[src/shared/lpm_cfg.svh]
// constants of the low power mode controller
`ifndef LPM_CFG_SVH
`define LPM_CFG_SVH
`define LPM_EXT_LINES       16
`define LPM_RST_HOLD_CYC    16
`define LPM_SYNC_W          20
`endif

[src/shared/lpm_pkg.sv]
// types of the low power mode controller
package lpm_pkg;
	typedef enum logic [4:0] {
		LPM_RUN     = 5'h01,
		LPM_SLEEP   = 5'h02,
		LPM_STOP    = 5'h04,
		LPM_STANDBY = 5'h08,
		LPM_WAKERST = 5'h10
	} lpm_state_t;

	typedef enum logic [1:0] {
		LPM_REQ_NONE    = 2'h0,
		LPM_REQ_SLEEP   = 2'h1,
		LPM_REQ_STOP    = 2'h2,
		LPM_REQ_STANDBY = 2'h3
	} lpm_req_t;

	// power and clock controls toward the core domain
	typedef struct packed {
		logic cpu_clk_en;
		logic core_clk_en;
		logic pll_en;
		logic internal_rc_oscillator_en;
		logic external_crystal_oscillator_en;
		logic regulator_on;
		logic regulator_low_power;
		logic core_reset_b;
	} lpm_ctrl_t;

	// always-on units that must never be stopped
	typedef struct packed {
		logic rtc_clk_en;
		logic independent_watchdog_clk_en;
		logic low_speed_sources_en;
	} lpm_aon_t;
endpackage
[src/rtl/lpm_ctrl.sv]
// low power mode controller: sleep, stop and standby sequencing with wakeup
//
// Contract
// - sleep gates only the processor clock; any peripheral event wakes it.
// - stop gates all core clocks and disables pll and both oscillators.
// - in stop, regulator may stay normal or go low-power as configured.
// - stop exits on any of 16 pin lines, voltage detector or alarm.
// - standby turns off regulator, pll and both high-speed oscillators.
// - after standby only backup and standby circuitry keep state.
// - standby exits on reset pin, watchdog reset, wakeup rising edge, alarm.
// - rtc, watchdog and their clock sources never stop in stop or standby.
`include "lpm_cfg.svh"
`timescale 1ns/1ns
module lpm_ctrl
	import lpm_pkg::*;
#(
	parameter int EXT_LINES = `LPM_EXT_LINES,
	parameter int RST_HOLD  = `LPM_RST_HOLD_CYC
) (
	input  wire logic                 core_clk,
	input  wire logic                 rst_b,
	input  wire logic                 clk_en,
	input  wire lpm_req_t             cpu_req,
	input  wire logic                 regulator_low_power_sel,
	input  wire logic                 periph_event,
	input  wire logic [EXT_LINES-1:0] external_interrupt_lines,
	input  wire logic                 supply_voltage_detector_output,
	input  wire logic                 rtc_alarm,
	input  wire logic                 wakeup_pin,
	input  wire logic                 external_reset_pin_b,
	input  wire logic                 independent_watchdog_reset,
	output lpm_ctrl_t                 ctrl,
	output lpm_aon_t                  aon,
	output lpm_state_t                state,
	output logic                      standby_flag,
	output logic                      wake_pulse
);
	// ************************************************
	// input synchronisers
	// ************************************************
	localparam int SW = EXT_LINES + 5;
	logic [SW-1:0] raw_w;
	logic [SW-1:0] syn_w;

	assign raw_w = {external_interrupt_lines, supply_voltage_detector_output, rtc_alarm,
		wakeup_pin, external_reset_pin_b, independent_watchdog_reset};

	lpm_sync #(.W(SW)) u_sync (
		.core_clk (core_clk),
		.rst_b    (rst_b),
		.clk_en   (clk_en),
		.async_in (raw_w),
		.sync_out (syn_w)
	);

	wire logic [EXT_LINES-1:0] ext_s  = syn_w[SW-1:5];
	wire logic                 pvd_s  = syn_w[4];
	wire logic                 alrm_s = syn_w[3];
	wire logic                 wkp_s  = syn_w[2];
	wire logic                 external_reset_pin_s = syn_w[1];
	wire logic                 independent_watchdog_s = syn_w[0];

	// ************************************************
	// wakeup decode
	// ************************************************
	logic wkp_prev_q;
	logic wkp_rise_w;
	logic stop_wake_w;
	logic stby_wake_w;
	logic sleep_wake_w;

	assign wkp_rise_w   = wkp_s & ~wkp_prev_q;
	assign stop_wake_w  = (|ext_s) | pvd_s | alrm_s;
	assign stby_wake_w  = ~external_reset_pin_s | independent_watchdog_s | wkp_rise_w | alrm_s;
	// any event seen by the stop path also counts as a peripheral event
	assign sleep_wake_w = periph_event | stop_wake_w;

	// ************************************************
	// state machine
	// ************************************************
	lpm_state_t          state_q;
	lpm_state_t          state_d;
	logic [15:0]         hold_q;
	logic [15:0]         hold_d;
	logic                stby_flag_q;
	logic                wake_d;
	logic                wake_q;
	logic                reg_lp_q;

	always_comb
	begin
		state_d = state_q;
		hold_d  = hold_q;
		wake_d  = 1'b0;
		unique case (state_q)
			LPM_RUN:
			begin
				if (cpu_req == LPM_REQ_SLEEP)
					state_d = LPM_SLEEP;
				else if (cpu_req == LPM_REQ_STOP)
					state_d = LPM_STOP;
				else if (cpu_req == LPM_REQ_STANDBY)
					state_d = LPM_STANDBY;
			end
			LPM_SLEEP:
				if (sleep_wake_w)
				begin
					state_d = LPM_RUN;
					wake_d  = 1'b1;
				end
			LPM_STOP:
				if (stop_wake_w)
				begin
					state_d = LPM_RUN;
					wake_d  = 1'b1;
				end
			LPM_STANDBY:
				if (stby_wake_w)
				begin
					state_d = LPM_WAKERST;
					hold_d  = 16'(RST_HOLD);
				end
			LPM_WAKERST:
				if (hold_q == 16'h0000)
				begin
					state_d = LPM_RUN;
					wake_d  = 1'b1;
				end
				else
					hold_d = hold_q - 16'h0001;
		endcase
	end

	always_ff @(posedge core_clk or negedge rst_b)
	begin
		if (!rst_b)
		begin
			state_q     <= LPM_RUN;
			hold_q      <= 16'h0000;
			wkp_prev_q  <= 1'b0;
			stby_flag_q <= 1'b0;
			wake_q      <= 1'b0;
			reg_lp_q    <= 1'b0;
		end
		else if (clk_en)
		begin
			state_q    <= state_d;
			hold_q     <= hold_d;
			wkp_prev_q <= wkp_s;
			wake_q     <= wake_d;
			// selection latched at entry so a stuck core cannot change it later
			if (state_q == LPM_RUN && state_d == LPM_STOP)
				reg_lp_q <= regulator_low_power_sel;
			// standby circuitry keeps this flag; cleared by the next sleep or stop request
			if (state_d == LPM_STANDBY)
				stby_flag_q <= 1'b1;
			else if (state_q == LPM_RUN && cpu_req != LPM_REQ_NONE)
				stby_flag_q <= 1'b0;
		end
	end

	// ************************************************
	// power and clock controls
	// ************************************************
	wire logic in_stop_w = (state_q == LPM_STOP);
	wire logic in_stby_w = (state_q == LPM_STANDBY) | (state_q == LPM_WAKERST);
	wire logic osc_off_w = in_stop_w | in_stby_w;
	lpm_ctrl_t ctrl_d;

	always_comb
	begin
		ctrl_d.cpu_clk_en                     = (state_q == LPM_RUN);
		ctrl_d.core_clk_en                    = ~osc_off_w;
		ctrl_d.pll_en                         = ~osc_off_w;
		ctrl_d.internal_rc_oscillator_en      = ~osc_off_w;
		ctrl_d.external_crystal_oscillator_en = ~osc_off_w;
		ctrl_d.regulator_on                   = ~in_stby_w;
		ctrl_d.regulator_low_power            = in_stop_w & reg_lp_q;
		// core held in reset through standby, so lost state is rebuilt
		ctrl_d.core_reset_b                   = ~in_stby_w;
	end

	lpm_ctrl_t ctrl_q;

	always_ff @(posedge core_clk or negedge rst_b)
	begin
		if (!rst_b)
			ctrl_q <= lpm_ctrl_t'(8'hFD);
		else if (clk_en)
			ctrl_q <= ctrl_d;
	end

	assign ctrl         = ctrl_q;
	assign aon          = 3'h7;
	assign state        = state_q;
	assign standby_flag = stby_flag_q;
	assign wake_pulse   = wake_q;
endmodule // lpm_ctrl

[src/rtl/lpm_sync.sv]
// two-flop synchroniser bank for pin inputs
`timescale 1ns/1ns
module lpm_sync #(
	parameter int W = 1
) (
	input  wire logic         core_clk,
	input  wire logic         rst_b,
	input  wire logic         clk_en,
	input  wire logic [W-1:0] async_in,
	output logic      [W-1:0] sync_out
);
	logic [W-1:0] meta_q;

	always_ff @(posedge core_clk or negedge rst_b)
	begin
		if (!rst_b)
		begin
			meta_q   <= '0;
			sync_out <= '0;
		end
		else if (clk_en)
		begin
			meta_q   <= async_in;
			sync_out <= meta_q;
		end
	end
endmodule // lpm_sync

[config.mk]
export PLATFORM = sky130hd
export DESIGN_NAME = lpm_ctrl
export DESIGN_NICKNAME = d
export VERILOG_FILES = /design/src/shared/lpm_pkg.sv /design/src/rtl/lpm_ctrl.sv /design/src/rtl/lpm_sync.sv
export VERILOG_INCLUDE_DIRS = /design/src /design/src/shared
export SDC_FILE = /design/constraint.sdc
export NUM_CORES = 1
export LEC_CHECK = 0
export BUFFER_PORTS_ARGS = -buffer_cell sky130_fd_sc_hd__clkbuf_2
export CAP_MARGIN = 20
export CORE_UTILIZATION = 61
export DETAILED_ROUTE_END_ITERATION = 8
export PLACE_DENSITY = 0.81
export SETUP_SLACK_MARGIN = 0.15
export SYNTH_ARGS = -nofsm -noshare
export SYNTH_HDL_FRONTEND = slang
export SYNTH_SLANG_ARGS = --single-unit
[constraint.sdc]
create_clock -name core_clk -period 7.2 [get_ports core_clk]
set_input_delay 0 -clock core_clk [delete_from_list [all_inputs] [get_ports core_clk]]
set_output_delay 0 -clock core_clk [all_outputs]
set_load 0.05 [all_outputs]
### Word-level counts from Yosys, hierarchy flattened

Cells that the tools add are included.

* $add $sub $neg: 1
* multiply operators: 0
* divide/modulo/power cells: 0
* magnitude comparators: 0
* eq/ne operators: 12
* shifts and indexed selects: 0
* muxes and demuxes: 17
* bitwise gates (word level): 14
* reductions and logical operators: 10

Operator list (number)
* 2-to-1 mux 5 bit: 7
* 2-to-1 mux 16 bit: 2
* one-hot mux 16 bit (2 select lines): 1
* one-hot mux 5 bit (5 select lines): 1
* logical NOT 16 bit: 1
* OR reduction 16 bit: 1
* subtractor 16 x 1 -> 16 bit, second input constant: 1
* equality test 5 x 3 -> 1 bit, second input constant: 2
* equality test 5 x 4 -> 1 bit, second input constant: 2
* OR 1 bit: 8
* nonzero test 2 bit: 3
* equality test 5 x 1 -> 1 bit, second input constant: 1
* equality test 5 x 2 -> 1 bit, second input constant: 1
* equality test 5 bit, second input constant: 1
* 2-to-1 mux 1 bit: 5
* equality test 2 bit, second input constant: 2
* != test 2 bit, second input constant: 2
* NOT 1 bit: 4
* AND reduction 2 bit: 2
* AND reduction 4 bit: 1
* one-hot mux 1 bit (3 select lines): 1
* AND 1 bit: 2
* equality test 2 x 1 -> 1 bit, second input constant: 1
* logical AND 1 bit: 2

* flip-flop bits (word level): 71
* bits in latches: 0
* memory bits (writable): 0
* bits in read-only memories: 0
* input bits: 28
* output and inout port bits: 18
* logic and storage cells: 66
* memories: 0

### Longest topological paths before layout

* depth after elaboration: 9
* depth in mapped cells: 9
* mapped depth without buffers: 7

### Hierarchy

Synthesis repeated with hierarchy kept, for this count alone.

* cells, all modules: 298
* area, all modules: 3608.5 µm²

Modules (own cells, without submodules)
* lpm_ctrl: times used 1, cells an instance 209, area each 1843.0 µm², seq. area each 730.7 µm²
* lpm_sync: times used 1, cells an instance 89, area each 1765.4 µm², seq. area each 1051.0 µm²

### Worst setup path before layout

OpenSTA, ideal clock, no wires.

* path kind: register to register
* from: register state_q[4], in the netlist state[4]
* to: register hold_q[12]
* library setup time: 0.078 ns
* arrival: 2.669 ns
* data required time: 7.122 ns
* path slack: 4.453 ns
* cell stages (with the launch flop): 8
* buffers on the path: 2
* clock period less this slack: 2.747 ns
* cell sequence: dfrtp_1 buf_6 or4_4 o22a_1 a311o_1 buf_6 or4_1 a21oi_1

* longest elaborated chain between the ends: 3
* elaborated cells between the ends (all ways): 7
* those cells by class: 4 x eq/ne; 1 x mux; 2 x reduce/logical

RTL lines
* from (decl): line lpm_ctrl.sv:81 `lpm_state_t state_q;`
* from (signal assigned): line lpm_ctrl.sv:147 `state_q <= state_d;`
* equality test 5 bit or equality test 5 x 4 -> 1 bit (tied branches): line lpm_ctrl.sv:95 `unique case (state_q)`
* != test 2 bit (no line) or nonzero test 2 bit (tied branches)
* AND reduction 4 bit (no line)
* to (signal assigned): line lpm_ctrl.sv:148 `hold_q <= hold_d;`
* to (decl): line lpm_ctrl.sv:83 `logic [15:0] hold_q;`

Parallel ways exist; a longest one is shown, timed or not.
A chain may end at the register's enable or synchronous reset.

### Worst setup path in the final report

* from: register state_q[3], in the netlist state[3]
* to: register hold_q[9]

Same word-level chain as after synthesis.

==> results.sh <==
export IMPL_status="complete, no violations"
export IMPL_ctsResizeCount=0
export IMPL_hold_violations=0
export IMPL_hold_buffers=23
export IMPL_muxShareOfSynthArea_pct=15.58
export IMPL_grt_pass1_wl_um=12230
export IMPL_required_ns=7.40
export IMPL_pin_count=46
export IMPL_numCtsBuffers=9
export IMPL_numPortBuffers=42
export IMPL_dpl_hpwl_um=4431
export IMPL_synthSimpleGateAreaFrac_pct=14.43
export IMPL_synth_adder_area_share_pct=0.3691
export IMPL_final_period_utilization_pct=40.82
export IMPL_post_synth_cell_area_avg_um2=11.30
export IMPL_tns_ns=0
export IMPL_relSlewSlack_pct=42.06
export IMPL_drv_slew=0
export IMPL_grt_overflow=0
export IMPL_most_common_layout_cells="dfrtp_1 (67), mux2_2 (46), clkbuf_2 (41)"
export IMPL_clk_pin_slew_worst_paths_ns=0.08
export IMPL_finalNetCount=386
export IMPL_leakagePower_nw=1.750
export IMPL_routabilityCongestion=0.8181
export IMPL_rows=26
export IMPL_synth_xor_xnor_area_share_pct=0.2584
export IMPL_fin_skew_ns=0.007809
export IMPL_drive_gt1_share_pct=32.87
export IMPL_die_w_um=76.54
export IMPL_drc=0
export IMPL_r2r_cells=5
export IMPL_syn_area_um2=3390
export IMPL_synth_edf_count=0
export IMPL_ff2ff_setup_slack_ns=4.26
export IMPL_synth_seq_cells=71
export IMPL_drt_iter0_drc=287
export IMPL_antenna_cells=0
export IMPL_worstPathArrival_ns=3.14
export IMPL_areaGrowthSynthToFinish_pct=19.49
export IMPL_dr_pass1_iters=5
export IMPL_hold_path_depth=4
export IMPL_hold_path_class="input port to flop"
export IMPL_worst_slew_pin_slew_ns=0.8691
export IMPL_die_area_um2=5858
export IMPL_fill_cells=333
export IMPL_synthArstFlopShare_pct=100.0
export IMPL_final_common_cell="dfrtp_1"
export IMPL_setup_viol=0
export IMPL_whs_ns=0.05451
export IMPL_worstPathMaxFanout=25
export IMPL_root_buffer="clkbuf_8"
export IMPL_ir_drop_v=0.0002055
export IMPL_syn_inst=300
export IMPL_ys_types=50
export IMPL_cts_tree="done"
export IMPL_clock_sinks=71
export IMPL_ant_nets=0
export IMPL_via_per_inst=6.049
export IMPL_post_cts_buffers=0
export IMPL_routed_wl_um=7345
export IMPL_synth_top_family_by_area="multiplexers"
export IMPL_fp_dieH_um=76.54
export IMPL_htreeDepth=3
export IMPL_drv_cap=0
export IMPL_antenna_found_initial=0
export IMPL_initial_core_util_pct=64.72
export IMPL_coreArea_um2=5238
export IMPL_powerDensity_nw_per_um2=333.7
export IMPL_yosysSeqAreaShare_pct=52.57
export IMPL_critical_path_class="flop to flop"
export IMPL_critPathLaunchType="flop"
export IMPL_clock_latency_ns=0.36
export IMPL_end_kind="flop"
export IMPL_post_route_min_period_ns=2.939
export IMPL_clock_path_buffers=2
export IMPL_synth_compound_area_share_pct=11.41
export IMPL_grt_max_degree=72
export IMPL_yosys_most_used_dff="dfrtp_1"
export IMPL_grt_pass1_vias=2543
export IMPL_track_usage_pct=27.40
export IMPL_num_vias=2613
export IMPL_grt_setup_unrepaired="no"
export IMPL_wire_per_inst_um=17.00
export IMPL_timing_fmax_mhz=340.2
export IMPL_ys_warn_count=0
==> critical path: stages (launching register included) <==
cell and delay (ns):
dfrtp_1 0.50, or4_4 0.58, o22a_1 0.25, a311o_1 0.61
nor2_1 0.74, a21oi_1 0.09
==> registers in the layout, summed over array words and instances (netlist names) <==
name             flops
u_sync.meta_q       21
wake_pulse           1
wkp_prev_q           1
hold_q              16
standby_flag         1
reg_lp_q             1
ctrl                 4
u_sync.sync_out     21
state                5
==> layer usage <==
layer  vias to the layer above  global-route usage [%]  wire, µm
li1                       1225                       -         -
met1                      1288                   35.43      3136
met2                        87                   43.69      3635
met3                        13                   5.749       383
met4                         0                   14.04       190
met5                         -                       0         0
==> synth_stat cells (6+ instances only) <==
master    count  share of area (%)
buf_4         7                1.6
clkbuf_1      9                1.0
o31ai_1      11                2.4
dfrtp_1      67                 49
or4_1        11                2.4
nor3_1        7                1.0
inv_1        12                1.3
o21ai_0      11                1.6
nor2_1       19                2.1
mux2_2       46                 15
nor4_1        6                1.1
nand2_1      12                1.3
a21oi_1      15                2.2
==> power by group <==
| part | leakage (nW) | internal [mW] | switching, mW | total [mW] |
|---|---|---|---|---|
| sequential | 0.860 | 0.484 | 0.0800 | 0.564 |
| combinational | 0.770 | 0.157 | 0.245 | 0.402 |
| clock | 0.120 | 0.230 | 0.156 | 0.385 |
| total | 1.75 | 0.871 | 0.481 | 1.35 |
==> through the flow <==
step	utilization, %	setup slack [ns]	power [mW]	cell area (µm²)	cells
finish	77.33	4.261	1.352	4050	432
CTS	77.19	4.121	1.346	4043	431
detailed placement	68.28	4.140	0.9548	3576	392
global placement	68.28	4.279	0.9379	3576	392
floorplan	-	4.453	0.8678	3397	302
global route	77.33	4.043	1.422	4050	432
==> layout make-up <==
type | count | area [µm²] | area share [%]
well taps | 70 | 87.58 | 2.162
inverters | 12 | 45.04 | 1.112
clock inverters | 6 | 108.9 | 2.688
repair buffers | 68 | 462.9 | 11.43
flip-flops and latches | 71 | 1782 | 43.99
clock buffers | 10 | 127.6 | 3.151
multi-input cells | 195 | 1436 | 35.47
==> kinds of logic after synthesis <==
family                     after synthesis
adders and majority gates                1
DFF                                     71
muxes                                   47
AOI/OAI and AO/OA                       58
buffers and inverters                   36
other                                    1
and+or+nand+nor                         85
xor gates and xnor gates                 1
==> path summary, 6_finish.rpt <==
| path | from | end |
|---|---|---|
| min in group asynchronous | rst_b | hold_q[7] |
| worst max register to register | state[3] | hold_q[9] |
| max in group asynchronous | rst_b | hold_q[4] |
| worst max-delay path | state[3] | hold_q[9] |
| worst min-delay path | cpu_req[0] | state[0] |
| worst min register to register | ctrl[7] | ctrl[7] |
No activity file was read; power rests on OpenSTA's default activity.
